==> src/bf_timing_pkg.sv <==
// constants and types of the breaker failure timing block
package bf_timing_pkg;
  // ------------------------------------------------------------
  // register map (byte offsets)
  // ------------------------------------------------------------
  localparam logic [7:0] CTRL_OFF = 8'h00;
  localparam logic [7:0] PH_THR_OFF = 8'h04;
  localparam logic [7:0] RES_THR_OFF = 8'h08;
  localparam logic [7:0] RETR_DLY_OFF = 8'h0C;
  localparam logic [7:0] BF_DLY_OFF = 8'h10;
  localparam logic [7:0] STATUS_OFF = 8'h14;
  localparam logic [7:0] CYCLE_OFF = 8'h18;
  // ------------------------------------------------------------
  // control fields
  // ------------------------------------------------------------
  localparam int CTRL_CRIT_LSB = 0;
  localparam int CTRL_RETR_EN = 2;
  localparam int CTRL_MODE_LSB = 4;
  localparam int CTRL_RES_EN = 7;
  localparam logic [31:0] CTRL_RESET = 32'h0000_0004;
  // status fields
  localparam int ST_COND_LSB = 0;
  localparam int ST_BEH_LSB = 4;
  localparam int ST_START = 8;
  localparam int ST_RETRIP = 9;
  localparam int ST_BF = 10;
  localparam int ST_BLOCKED = 11;
  // ------------------------------------------------------------
  // timing
  // ------------------------------------------------------------
  localparam int CLK_MHZ = 100;
  localparam int CYCLE_US = 5000;
  localparam int CYCLE_CLKS = CYCLE_US * CLK_MHZ;
  localparam int BLOCK_LEAD_MS = 5;
  localparam int STEP_MS = 5;
  localparam int RETR_DEF_MS = 100;
  localparam int BF_DEF_MS = 200;
  localparam logic [31:0] RETR_DEF_STEPS = 32'(RETR_DEF_MS / STEP_MS);
  localparam logic [31:0] BF_DEF_STEPS = 32'(BF_DEF_MS / STEP_MS);
  localparam int PCT_RELEASE = 97;
  localparam logic [31:0] PH_THR_RESET = 32'h0000_00C8;
  localparam logic [31:0] RES_THR_RESET = 32'h0000_04B0;
  // ------------------------------------------------------------
  // types
  // ------------------------------------------------------------
  typedef enum logic [1:0] {
    CRIT_CURRENT, CRIT_AND_DO, CRIT_OR_DO, CRIT_DO
  } criterion_t;
  typedef enum logic [2:0] {
    BEH_ON, BEH_BLOCKED, BEH_TEST, BEH_TEST_BLOCKED, BEH_OFF
  } behaviour_t;
  typedef enum logic [2:0] {
    COND_NORMAL, COND_START, COND_RETRIP, COND_BF_ON, COND_BLOCKED
  } condition_t;
  localparam logic [1:0] RESP_OKAY = 2'h0;
  localparam logic [1:0] RESP_SLVERR = 2'h2;
endpackage : bf_timing_pkg

==> src/breaker_failure_timing_logic.sv <==
// breaker failure timing, decision logic and axi4-lite register file
`timescale 1ns/1ps
// What this block does
// - condition is one of normal, start, retrip, failure on, blocked
// - behaviour reported as on, blocked, test, test/blocked or off
// - block input sampled once at each program cycle start, held all cycle
// - pick-up without block asserts start; timers run once the criterion is met
// - pick-up with block gives blocked indication and no timers
// - block arriving during start drops start like loss of pick-up
// - retrip and failure timers share one pick-up condition
// - retrip enable, default yes; disabled means retrip never asserts
// - retrip after condition persists retrip delay, 5 ms steps, 100 ms
// - failure output after condition persists failure delay, default 200 ms
// - current-only: current above threshold starts timers, trip ignored
// - current-only: timers reset when currents drop below 97 % of thresholds
// - current-and-output: current alone halts timers until trip active
// - current-and-output: retrip then failure on expiry with condition held
// - current-and-output: reset when current falls or trip resets
// - current-or-output: timers run on current or trip active
// - current-or-output: reset only when current low and trip reset
// - release at 97 % of threshold; any phase over threshold picks up
// - criterion chooses current, trip contact or their combinations
module breaker_failure_timing_logic #(
  parameter int CYCLE_CLKS = bf_timing_pkg::CYCLE_CLKS,
  parameter int CW = 32
) (
  // clock and reset
  input wire logic aclk,
  input wire logic aresetn,
  // measured magnitudes, same clock domain
  input wire logic [31:0] phase_mag [3],
  input wire logic [31:0] residual_mag,
  // external pins
  input wire logic block_pin,
  input wire logic primary_trip_pin,
  // outputs
  output logic start_out,
  output logic retrip_out,
  output logic breaker_failure_trip,
  output logic blocked_out,
  output logic [2:0] function_condition,
  output logic [2:0] logical_node_behaviour,
  // axi4-lite slave
  input wire logic [7:0] s_awaddr,
  input wire logic s_awvalid,
  output logic s_awready,
  input wire logic [31:0] s_wdata,
  input wire logic [3:0] s_wstrb,
  input wire logic s_wvalid,
  output logic s_wready,
  output logic [1:0] s_bresp,
  output logic s_bvalid,
  input wire logic s_bready,
  input wire logic [7:0] s_araddr,
  input wire logic s_arvalid,
  output logic s_arready,
  output logic [31:0] s_rdata,
  output logic [1:0] s_rresp,
  output logic s_rvalid,
  input wire logic s_rready
);
  // ------------------------------------------------------------
  // pin synchronisers and program cycle tick
  // ------------------------------------------------------------
  logic [1:0] blk_sync_reg, trp_sync_reg;
  logic [31:0] tick_cnt_reg, tick_cnt_next;
  logic tick;
  always_ff @(posedge aclk) begin
    if (!aresetn) begin
      blk_sync_reg <= 2'h0;
      trp_sync_reg <= 2'h0;
    end else begin
      blk_sync_reg <= {blk_sync_reg[0], block_pin};
      trp_sync_reg <= {trp_sync_reg[0], primary_trip_pin};
    end
  end
  assign tick = (tick_cnt_reg == 32'(CYCLE_CLKS - 1));
  always_comb begin
    tick_cnt_next = tick ? 32'h0 : tick_cnt_reg + 32'h1;
  end
  always_ff @(posedge aclk) begin
    if (!aresetn) tick_cnt_reg <= 32'h0;
    else tick_cnt_reg <= tick_cnt_next;
  end
  // ------------------------------------------------------------
  // registers
  // ------------------------------------------------------------
  logic [31:0] ctrl_reg, ph_thr_reg, res_thr_reg, retr_dly_reg, bf_dly_reg;
  logic [31:0] cycle_cnt_reg;
  bf_timing_pkg::criterion_t crit;
  bf_timing_pkg::behaviour_t beh;
  logic retr_en, res_en;
  assign crit = bf_timing_pkg::criterion_t'(
    ctrl_reg[bf_timing_pkg::CTRL_CRIT_LSB +: 2]);
  assign retr_en = ctrl_reg[bf_timing_pkg::CTRL_RETR_EN];
  assign res_en = ctrl_reg[bf_timing_pkg::CTRL_RES_EN];
  always_comb begin
    unique case (ctrl_reg[bf_timing_pkg::CTRL_MODE_LSB +: 3])
      3'h1: beh = bf_timing_pkg::BEH_BLOCKED;
      3'h2: beh = bf_timing_pkg::BEH_TEST;
      3'h3: beh = bf_timing_pkg::BEH_TEST_BLOCKED;
      3'h4: beh = bf_timing_pkg::BEH_OFF;
      default: beh = bf_timing_pkg::BEH_ON;
    endcase
  end
  // ------------------------------------------------------------
  // pick-up with 97 % release, per phase and for the residual
  // ------------------------------------------------------------
  logic [3:0] pk_reg, pk_next;
  logic [31:0] thr [4];
  logic [31:0] mag [4];
  assign thr[0] = ph_thr_reg;
  assign thr[1] = ph_thr_reg;
  assign thr[2] = ph_thr_reg;
  assign thr[3] = res_thr_reg;
  assign mag[0] = phase_mag[0];
  assign mag[1] = phase_mag[1];
  assign mag[2] = phase_mag[2];
  assign mag[3] = res_en ? residual_mag : 32'h0;
  for (genvar g = 0; g < 4; g++) begin : g_pk
    logic [39:0] m100, t97;
    assign m100 = 40'(mag[g]) * 40'd100;
    assign t97 = 40'(thr[g]) * 40'(bf_timing_pkg::PCT_RELEASE);
    always_comb begin
      // any single phase picks up; release below 97 % only
      if (mag[g] > thr[g]) pk_next[g] = 1'b1;
      else if (m100 < t97) pk_next[g] = 1'b0;
      else pk_next[g] = pk_reg[g];
    end
  end
  // ------------------------------------------------------------
  // decision and timers, stepped once per program cycle
  // ------------------------------------------------------------
  logic blk_reg, blk_next, cur_pk, trip_act, pickup, run;
  logic [31:0] tmr_reg, tmr_next;
  logic start_reg, start_next, rt_reg, rt_next, bf_reg, bf_next;
  logic bk_reg, bk_next;
  assign cur_pk = |pk_reg;
  assign trip_act = trp_sync_reg[1];
  always_comb begin
    unique case (crit)
      bf_timing_pkg::CRIT_CURRENT: run = cur_pk;
      bf_timing_pkg::CRIT_AND_DO: run = cur_pk & trip_act;
      bf_timing_pkg::CRIT_OR_DO: run = cur_pk | trip_act;
      bf_timing_pkg::CRIT_DO: run = trip_act;
    endcase
    pickup = cur_pk | (crit != bf_timing_pkg::CRIT_CURRENT && trip_act);
  end
  always_comb begin
    blk_next = blk_reg;
    tmr_next = tmr_reg;
    start_next = start_reg;
    rt_next = rt_reg;
    bf_next = bf_reg;
    bk_next = bk_reg;
    if (tick) begin
      // block is latched here and held for the whole cycle
      blk_next = blk_sync_reg[1] | (beh == bf_timing_pkg::BEH_BLOCKED) |
        (beh == bf_timing_pkg::BEH_TEST_BLOCKED);
      if (beh == bf_timing_pkg::BEH_OFF) begin
        tmr_next = 32'h0;
        {start_next, rt_next, bf_next, bk_next} = 4'h0;
      end else if (blk_next) begin
        // blocked: drop everything as on loss of pick-up
        tmr_next = 32'h0;
        {start_next, rt_next, bf_next} = 3'h0;
        bk_next = pickup;
      end else if (run) begin
        // one shared timer drives both delays
        tmr_next = (tmr_reg == 32'hFFFF_FFFF) ? tmr_reg : tmr_reg + 32'h1;
        start_next = 1'b1;
        bk_next = 1'b0;
        rt_next = retr_en && (tmr_next >= retr_dly_reg);
        bf_next = tmr_next >= bf_dly_reg;
      end else begin
        tmr_next = 32'h0;
        start_next = pickup;
        {rt_next, bf_next, bk_next} = 3'h0;
      end
    end
    // disabling retrip drops it at once, not at the next cycle tick
    if (!retr_en) rt_next = 1'b0;
  end
  always_ff @(posedge aclk) begin
    if (!aresetn) begin
      pk_reg <= 4'h0;
      blk_reg <= 1'b0;
      tmr_reg <= 32'h0;
      start_reg <= 1'b0;
      rt_reg <= 1'b0;
      bf_reg <= 1'b0;
      bk_reg <= 1'b0;
    end else begin
      pk_reg <= pk_next;
      blk_reg <= blk_next;
      tmr_reg <= tmr_next;
      start_reg <= start_next;
      rt_reg <= rt_next;
      bf_reg <= bf_next;
      bk_reg <= bk_next;
    end
  end
  // ------------------------------------------------------------
  // reported state
  // ------------------------------------------------------------
  bf_timing_pkg::condition_t cond;
  always_comb begin
    if (bf_reg) cond = bf_timing_pkg::COND_BF_ON;
    else if (rt_reg) cond = bf_timing_pkg::COND_RETRIP;
    else if (start_reg) cond = bf_timing_pkg::COND_START;
    else if (bk_reg) cond = bf_timing_pkg::COND_BLOCKED;
    else cond = bf_timing_pkg::COND_NORMAL;
  end
  assign start_out = start_reg;
  assign retrip_out = rt_reg;
  assign breaker_failure_trip = bf_reg;
  assign blocked_out = bk_reg;
  assign function_condition = cond;
  assign logical_node_behaviour = beh;
  // ------------------------------------------------------------
  // axi4-lite slave, one transaction of each kind at a time
  // ------------------------------------------------------------
  logic aw_ok, w_ok, b_reg, b_next, r_reg, r_next;
  logic [7:0] awa_reg, awa_next;
  logic [31:0] wd_reg, wd_next, rd_reg, rd_next;
  logic [3:0] ws_reg, ws_next;
  logic aw_have_reg, aw_have_next, w_have_reg, w_have_next;
  logic [1:0] bresp_reg, bresp_next, rresp_reg, rresp_next;
  logic [31:0] ctrl_next, ph_next, res_next, rdl_next, bdl_next, cyc_next;
  function automatic logic [31:0] merge(input logic [31:0] old,
      input logic [31:0] d, input logic [3:0] s);
    for (int i = 0; i < 4; i++) if (s[i]) old[i*8 +: 8] = d[i*8 +: 8];
    return old;
  endfunction : merge
  assign s_awready = !aw_have_reg && !b_reg;
  assign s_wready = !w_have_reg && !b_reg;
  assign s_arready = !r_reg;
  assign aw_ok = s_awvalid && s_awready;
  assign w_ok = s_wvalid && s_wready;
  always_comb begin
    awa_next = aw_ok ? s_awaddr : awa_reg;
    wd_next = w_ok ? s_wdata : wd_reg;
    ws_next = w_ok ? s_wstrb : ws_reg;
    aw_have_next = aw_have_reg | aw_ok;
    w_have_next = w_have_reg | w_ok;
    b_next = b_reg && !s_bready;
    bresp_next = bresp_reg;
    {ctrl_next, ph_next, res_next} = {ctrl_reg, ph_thr_reg, res_thr_reg};
    {rdl_next, bdl_next} = {retr_dly_reg, bf_dly_reg};
    cyc_next = tick ? cycle_cnt_reg + 32'h1 : cycle_cnt_reg;
    if (aw_have_next && w_have_next && !b_reg) begin
      aw_have_next = 1'b0;
      w_have_next = 1'b0;
      b_next = 1'b1;
      bresp_next = bf_timing_pkg::RESP_OKAY;
      unique case (awa_next)
        bf_timing_pkg::CTRL_OFF: ctrl_next = merge(ctrl_reg, wd_next, ws_next);
        bf_timing_pkg::PH_THR_OFF:
          ph_next = merge(ph_thr_reg, wd_next, ws_next);
        bf_timing_pkg::RES_THR_OFF:
          res_next = merge(res_thr_reg, wd_next, ws_next);
        bf_timing_pkg::RETR_DLY_OFF:
          rdl_next = merge(retr_dly_reg, wd_next, ws_next);
        bf_timing_pkg::BF_DLY_OFF:
          bdl_next = merge(bf_dly_reg, wd_next, ws_next);
        bf_timing_pkg::STATUS_OFF, bf_timing_pkg::CYCLE_OFF: ;
        default: bresp_next = bf_timing_pkg::RESP_SLVERR;
      endcase
    end
    r_next = r_reg ? !s_rready : s_arvalid;
    rd_next = rd_reg;
    rresp_next = rresp_reg;
    if (s_arvalid && s_arready) begin
      rresp_next = bf_timing_pkg::RESP_OKAY;
      unique case (s_araddr)
        bf_timing_pkg::CTRL_OFF: rd_next = ctrl_reg;
        bf_timing_pkg::PH_THR_OFF: rd_next = ph_thr_reg;
        bf_timing_pkg::RES_THR_OFF: rd_next = res_thr_reg;
        bf_timing_pkg::RETR_DLY_OFF: rd_next = retr_dly_reg;
        bf_timing_pkg::BF_DLY_OFF: rd_next = bf_dly_reg;
        bf_timing_pkg::STATUS_OFF:
          rd_next = {20'h0, bk_reg, bf_reg, rt_reg, start_reg, 1'b0, beh,
            1'b0, cond};
        bf_timing_pkg::CYCLE_OFF: rd_next = cycle_cnt_reg;
        default: begin
          rd_next = 32'h0;
          rresp_next = bf_timing_pkg::RESP_SLVERR;
        end
      endcase
    end
  end
  always_ff @(posedge aclk) begin
    if (!aresetn) begin
      ctrl_reg <= bf_timing_pkg::CTRL_RESET;
      ph_thr_reg <= bf_timing_pkg::PH_THR_RESET;
      res_thr_reg <= bf_timing_pkg::RES_THR_RESET;
      retr_dly_reg <= bf_timing_pkg::RETR_DEF_STEPS;
      bf_dly_reg <= bf_timing_pkg::BF_DEF_STEPS;
      cycle_cnt_reg <= 32'h0;
      awa_reg <= 8'h0;
      wd_reg <= 32'h0;
      ws_reg <= 4'h0;
      aw_have_reg <= 1'b0;
      w_have_reg <= 1'b0;
      b_reg <= 1'b0;
      bresp_reg <= 2'h0;
      r_reg <= 1'b0;
      rd_reg <= 32'h0;
      rresp_reg <= 2'h0;
    end else begin
      ctrl_reg <= ctrl_next;
      ph_thr_reg <= ph_next;
      res_thr_reg <= res_next;
      retr_dly_reg <= rdl_next;
      bf_dly_reg <= bdl_next;
      cycle_cnt_reg <= cyc_next;
      awa_reg <= awa_next;
      wd_reg <= wd_next;
      ws_reg <= ws_next;
      aw_have_reg <= aw_have_next;
      w_have_reg <= w_have_next;
      b_reg <= b_next;
      bresp_reg <= bresp_next;
      r_reg <= r_next;
      rd_reg <= rd_next;
      rresp_reg <= rresp_next;
    end
  end
  assign s_bvalid = b_reg;
  assign s_bresp = bresp_reg;
  assign s_rvalid = r_reg;
  assign s_rdata = rd_reg;
  assign s_rresp = rresp_reg;
endmodule : breaker_failure_timing_logic

==> config.mk <==
export PLATFORM = sky130hd
export DESIGN_NAME = breaker_failure_timing_logic
export DESIGN_NICKNAME = d
export VERILOG_FILES = /design/src/bf_timing_pkg.sv /design/src/breaker_failure_timing_logic.sv
export SDC_FILE = /design/constraint.sdc
export NUM_CORES = 2
export LEC_CHECK = 0
export ABC_CLOCK_PERIOD_IN_PS = 7120
export CAP_MARGIN = 20
export CORE_ASPECT_RATIO = 1.5
export CORE_MARGIN = 2
export CORE_UTILIZATION = 25
export CTS_CLUSTER_SIZE = 16
export DETAILED_ROUTE_END_ITERATION = 8
export DONT_BUFFER_PORTS = 1
export GPL_ROUTABILITY_DRIVEN = 0
export SYNTH_ARGS = -nofsm -noshare
export SYNTH_HDL_FRONTEND = slang
export SYNTH_SLANG_ARGS = --single-unit
==> constraint.sdc <==
create_clock -name aclk -period 7.12 [get_ports aclk]
set_clock_uncertainty 0.15 [all_clocks]
set_input_delay 0.356 -clock aclk [delete_from_list [all_inputs] [get_ports aclk]]
set_output_delay 0.356 -clock aclk [all_outputs]
set_load 0.005 [all_outputs]
Yosys cells after proc, flatten, opt, wreduce, memory -nomap -nowiden

Index checks and enable logic that the tools add are counted.

$add $sub $neg: 3
Multipliers: 6
Order comparisons: 10
Eq/ne operators: 24
Multiplexer cells: 38
Bitwise operators: 8
Reductions and logical operators: 50

Operators with widths:

| cell                    | count |
|---|---|
| $pmux W32 S7            | 1 |
| $mux W32                | 6 |
| $lt A39 B39 Y1          | 4 |
| $mul A32 B5 Y37 const B | 4 |
| $gt A32 B32 Y1          | 4 |
| $add A32 B1 Y32 const B | 3 |
| $mul A32 B7 Y39 const B | 2 |
| $ge A32 B32 Y1          | 2 |
| $reduce_and A3 Y1       | 20 |
| $eq A8 B5 Y1 const B    | 6 |
| $eq A32 B19 Y1 const B  | 1 |
| $eq A32 B32 Y1 const B  | 1 |
| $eq A8 B4 Y1 const B    | 4 |
| $mux W1                 | 21 |
| $eq A8 B3 Y1 const B    | 2 |
| $logic_not A8 Y1        | 2 |
| $reduce_or A7 Y1        | 2 |
| $mux W3                 | 4 |
| $pmux W3 S4             | 1 |
| $logic_and A1 B1 Y1     | 10 |
| $reduce_bool A2 Y1      | 5 |
| $eq A3 B2 Y1 const B    | 3 |
| $mux W8                 | 1 |
| $eq A3 B1 Y1 const B    | 2 |
| 14 further kinds        | 28 |

Bits in registers: 352

Longest topological paths before layout

Depth after elaboration: 7
Mapped depth: 33
Gate-level depth less buffers: 29

Least setup slack after synthesis

Ideal clock, no wire load.

Kind: register to register
From: reg ctrl_reg[7]
To: reg pk_reg[3]
Setup time: 0.135 ns
Arrival time: 6.075 ns
Slack: 0.760 ns
Cell stages (with the launch flop): 34
Cell sequence: dfxtp_1 clkbuf_1 clkbuf_1 clkbuf_1 nand2_1 inv_1 ha_1 ha_1 inv_1 fa_1 inv_1 ha_1 clkbuf_1 a21o_1 a21o_1 a21oi_1 o21ai_0 a21o_1 o31a_1 a21oi_1 nand2b_1 a21oi_1 xnor2_1 ha_1 a21o_1 a21o_1 a21o_1 a21oi_1 nor2b_1 o21ai_0 nand2b_1 a221o_1 a31oi_1 o22ai_1

Cells in the longest elaborated chain, start to end: 4
Elaborated cells on any way between the ends: 6
Those cells by class: 1 x mul; 2 x order compare; 2 x mux; 1 x reduce/logical

RTL lines:

| what                                | line                                | source |
|---|---|---|
| start: declaration                  | breaker_failure_timing_logic.sv:88  | `logic [31:0] ctrl_reg, ph_thr_reg, res_thr_reg, retr_dly_reg, bf_dly_reg;` |
| start signal: assignment            | breaker_failure_timing_logic.sv:294 | `ctrl_reg <= bf_timing_pkg::CTRL_RESET;` |
| start signal: assignment            | breaker_failure_timing_logic.sv:311 | `ctrl_reg <= ctrl_next;` |
| $mux W32 *                          | breaker_failure_timing_logic.sv:119 | `assign mag[3] = res_en ? residual_mag : 32'h0;` |
| $mul A32 B5 Y37                     | breaker_failure_timing_logic.sv:122 | `assign m100 = 40'(mag[g]) * 40'd100;` |
| $lt A39 B39 Y1                      | breaker_failure_timing_logic.sv:127 | `else if (m100 < t97) pk_next[g] = 1'b0;` |
| $reduce_bool A2 Y1 (no source line) | -                                   |  |
| end signal: assignment              | breaker_failure_timing_logic.sv:194 | `pk_reg <= pk_next;` |
| end: declaration                    | breaker_failure_timing_logic.sv:109 | `logic [3:0] pk_reg, pk_next;` |

Mark *: on every way between the ends. The rest lies on a longest branch, timed or not.
A chain may end at the register's enable or synchronous reset.

Final worst setup path

From: reg ph_thr_reg[4]
To: reg pk_reg[0]

Cells in the longest elaborated chain, start to end: 3
Elaborated cells on any way between the ends: 5
Those cells by class: 1 x mul; 2 x order compare; 1 x mux; 1 x reduce/logical

RTL lines:

| what                                | line                                | source |
|---|---|---|
| start: declaration                  | breaker_failure_timing_logic.sv:88  |  |
| start signal: assignment            | breaker_failure_timing_logic.sv:295 | `ph_thr_reg <= bf_timing_pkg::PH_THR_RESET;` |
| start signal: assignment            | breaker_failure_timing_logic.sv:312 | `ph_thr_reg <= ph_next;` |
| $mul A32 B7 Y39                     | breaker_failure_timing_logic.sv:123 | `assign t97 = 40'(thr[g]) * 40'(bf_timing_pkg::PCT_RELEASE);` |
| $lt A39 B39 Y1                      | breaker_failure_timing_logic.sv:127 |  |
| $reduce_bool A2 Y1 (no source line) | -                                   |  |

Parallel ways exist; a longest one is shown, timed or not.

==> PnR_summary.wiki <==
{| class="wikitable"
! Metric !! Value
|-
| # Max-Cap Violations || 0
|-
| Launch instance of the worst min-delay path || s_wdata[28]
|-
| Type of origin of the critical path || register
|-
| Clock period minus worst slack || 6.50 ns
|-
| Ports placed on the boundary || 240
|-
| Post-synthesis average cell area || 8.15 um^2
|-
| Area of the die || 0.174 mm^2
|-
| Proportion of synthesized flip-flops having asynchronous set or reset || 0
|-
| Total number of vias || 36700
|-
| Core Box Area || 0.170 mm^2
|-
| Number of enable flip-flop cells after synthesis || 0
|-
| Power per cell area || 156 mW/mm^2
|-
| # setup viols final || 0
|-
| Number of violations reported at the end of detailed-routing iteration 0 || 2162
|-
| Fin nets || 6557
|-
| Total standard cell area after synthesis || 0.0427 mm^2
|-
| Count of standard-cell rows || 185
|-
| Congestion Overflow GR || 0
|-
| WP data required || 7.42 ns
|-
| X dimension of the die || 342 um
|-
| Sequential element share of the synthesized area || 0.164
|-
| Critical Path Start || ph_thr_reg[4]$_SDFFE_PN0P_
|-
| Slew headroom || 0.250
|-
| Syn. warnings || 0
|-
| Outcome || finished clean
|-
| Worst Hold Class || input port to register
|-
| Total wire length after detailed routing || 134 mm
|-
| H-tree depth || 2
|-
| Drt via density || 4.90
|-
| Met2 routed wirelength || 64.6 mm
|-
| Height of the chip || 510 um
|-
| Setup repair after global routing missed its margin || false
|-
| Wire length per cell || 17.9 um
|-
| Count of final max-slew check failures || 0
|-
| Sum Neg Setup Slack || 0 ns
|-
| Most used flip-flop cell after synthesis || dfxtp_1
|-
| Number of remaining DRC errors || 0
|-
| Source-to-sink clock delay at the later pin of the worst-skew pair || 0.59 ns
|-
| Total Power || 7.31 mW
|-
| Final Hold Violating Endpoints || 0
|-
| Clock-pin slew reported for the worst setup and hold paths after clock tree synthesis || 0.07 ns
|-
| Uppermost layer routed || met5
|-
| TritonCTS clock tree || done
|-
| Setup CP Type || register to register
|-
| Sum of met3 wire segment lengths after detailed routing || 8.96 mm
|-
| Static power due to leakage || 23.5 nW
|-
| Element type at the critical path end || register
|-
| Number of instances in the synthesized netlist || 5241
|-
| Dpl hpwl || 112 mm
|-
| First-pass GRT wire length || 205 mm
|-
| DR pass1 iterations || 6
|-
| Final worst-path cycle share || 0.913
|-
| Reg-to-reg setup timing slack || 0.62 ns
|-
| Layout cells sized above 1 || 0.0263
|-
| P&R area growth vs syn || 9.90%
|-
| Placed Cells || 7394
|-
| Transition time at the pin with the least slew margin || 1.09 ns
|-
| Biggest fanout along the worst timing path || 6
|-
| Number of buffers on the longest clock path || 3
|-
| Number of global-route vias before repair || 36800
|-
| Combined global-route utilization of all metal layers || 0.149
|-
| Count of port buffers added during placement || 0
|-
| Clk root buf || clkbuf_16
|-
| Number of CTS-inserted buffers || 37
|-
| Count of placed standard cells in the final layout, fillers left out || 7491
|-
| Antenna-violating nets left || 0
|-
| Met1 Routed Length || 53.9 mm
|-
| Filler Cell Count || 18200
|-
| Initial cell density of the core || 0.252
|-
| CP arrival || 6.80 ns
|-
| Synthesis-stage register bit count || 350
|-
| Worst R2R Start || ph_thr_reg[4]$_SDFFE_PN0P_
|-
| Library cells used by synthesis || 87
|-
| # clock sinks || 350
|-
| Number of antenna violations at the first check in global routing || 7
|-
| Maximum vdd ir drop || 0.000173 V
|-
| Fmax achieved || 0.154 GHz
|-
| Pin count of the biggest net entering global routing || 161
|}
## repair_timing
item | 4_1_cts | 5_1_grt
setup buffers | 0 | 0
hold endpoints to repair | 76 | 0
hold buffers | 26 | 0
gates resized for setup | 0 | 0
## synthesized netlist by cell type (32+ instances only)
| cell | count | share of area |
|---|---|---|
| and2_1 | 35 | 0.0051 |
| nand3_1 | 74 | 0.0087 |
| dfxtp_1 | 350 | 0.16 |
| ha_1 | 993 | 0.29 |
| xor2_1 | 131 | 0.027 |
| nor3_1 | 38 | 0.0045 |
| nor2_1 | 508 | 0.045 |
| o21ai_0 | 192 | 0.022 |
| nand2_1 | 277 | 0.024 |
| clkbuf_1 | 108 | 0.0095 |
| nor2b_1 | 36 | 0.0053 |
| xnor2_1 | 139 | 0.028 |
| inv_1 | 845 | 0.074 |
| and3_1 | 41 | 0.0060 |
| a222oi_1 | 32 | 0.0075 |
| o21a_1 | 42 | 0.0074 |
| a21o_1 | 200 | 0.035 |
| a21oi_1 | 398 | 0.047 |
| mux2i_1 | 37 | 0.0087 |
| nand4_1 | 75 | 0.011 |
| fa_1 | 154 | 0.072 |
| nand2b_1 | 43 | 0.0063 |
| a211oi_1 | 116 | 0.020 |
## kinds of logic after synthesis
logic type               count (synthesis)  share of synthesized area
AO/OA/AOI/OAI                         1242                      0.190
AND/OR/NAND/NOR                       1221                      0.132
adder cells (fa/ha/maj)               1149                      0.363
buffers and inverters                  965                     0.0850
flip-flops                             350                      0.164
XOR/XNOR                               270                     0.0553
multiplexers                            43                     0.0102
other                                    1                  0.0000878
## area by class of cell
type                    count  area (um^2)  area share
diodes                      2         5.00    0.000107
clock buffers              50         1040      0.0222
clock inverters            13          231     0.00493
inverters                 846         3180      0.0678
multi-input cells        3927        32100       0.684
flip-flops and latches    350         7010       0.149
well taps                2244         2810      0.0598
repair buffers             59          564      0.0120
## worst paths after layout
| kind | to | depth (start not counted) |
|---|---|---|
| setup / recovery | pk_reg[0]$_SDFFE_PN0P_ | 22 |
| hold / removal | wd_reg[28]$_SDFF_PN0_ | 2 |
| setup reg to reg | pk_reg[0]$_SDFFE_PN0P_ | 22 |
| hold reg to reg | blk_sync_reg[1]$_SDFF_PN0_ | 1 |
## per-layer routing
| metal | global-route usage | vias to the layer above |
|---|---|---|
| met5 | 0 | - |
| met4 | 0.0616 | 4 |
| met3 | 0.0294 | 232 |
| met2 | 0.267 | 946 |
| met1 | 0.173 | 17400 |
| li1 | - | 18100 |
## power breakdown
| part | internal (mW) | total (mW) | leakage [nW] | switching (mW) |
|---|---|---|---|---|
| logic | 1.37 | 3.22 | 20.1 | 1.86 |
| registers | 1.99 | 2.02 | 2.83 | 0.0239 |
| clock network | 1.16 | 2.07 | 0.616 | 0.912 |
| total | 4.52 | 7.31 | 23.5 | 2.79 |
## worst max-delay path, cell delays in order (launching register included)
cell and delay, ns:
dfxtp_1 0.63, ha_1 0.34, ha_1 0.30, ha_1 0.32, fa_1 0.46, ha_1 0.34, a21oi_1 0.22, o21bai_1 0.09
a21oi_1 0.36, o211a_1 0.30, o21a_1 0.31, o311ai_0 0.25, a31o_2 0.30, a21oi_1 0.17, xor2_1 0.37, ha_1 0.32
nand4_1 0.09, nor2_1 0.06, a221o_1 0.29, a31oi_1 0.28, o21ai_0 0.14, o211ai_1 0.17, a21oi_1 0.08
## through the flow
step | cell area [um^2] | worst slack [ns] | util | hold slack, ns
after floorplan | 42700 | 0.760 | - | 0.262
after global placement | 45300 | 0.868 | 0.267 | 0.272
after detailed placement | 45300 | 0.784 | 0.267 | 0.275
after CTS | 46900 | 0.734 | 0.276 | 0.00357
after global routing | 47000 | 0.249 | 0.277 | 0.0322
final | 47000 | 0.621 | 0.277 | 0.0130
## cell usage in the layout, fill, tap and decap left out, drive strengths merged, types with 17 or more instances in the layout
cell type | Yosys | routed
xnor2 | 139 | 139
nand3 | 74 | 74
fa | 154 | 154
a22oi | 24 | 24
or3 | 30 | 30
o21bai | 26 | 26
and2 | 36 | 36
buf | 11 | 33
nor2 | 510 | 510
a31oi | 31 | 31
ha | 993 | 993
a211oi | 118 | 118
a222oi | 32 | 32
nand4 | 77 | 77
o21ai | 200 | 200
xor2 | 131 | 131
inv | 846 | 847
nand2 | 279 | 279
dfxtp | 350 | 350
a21o | 200 | 200
o211ai | 17 | 17
nor3 | 39 | 39
nor2b | 36 | 36
dlygate4sd3 | 0 | 25
nor4 | 19 | 19
o21a | 42 | 42
and3 | 41 | 41
nand2b | 43 | 43
o31ai | 20 | 20
clkbuf | 108 | 51
mux2i | 37 | 37
a22o | 17 | 17
a21oi | 400 | 400
Power figures use the tool's default switching activity.
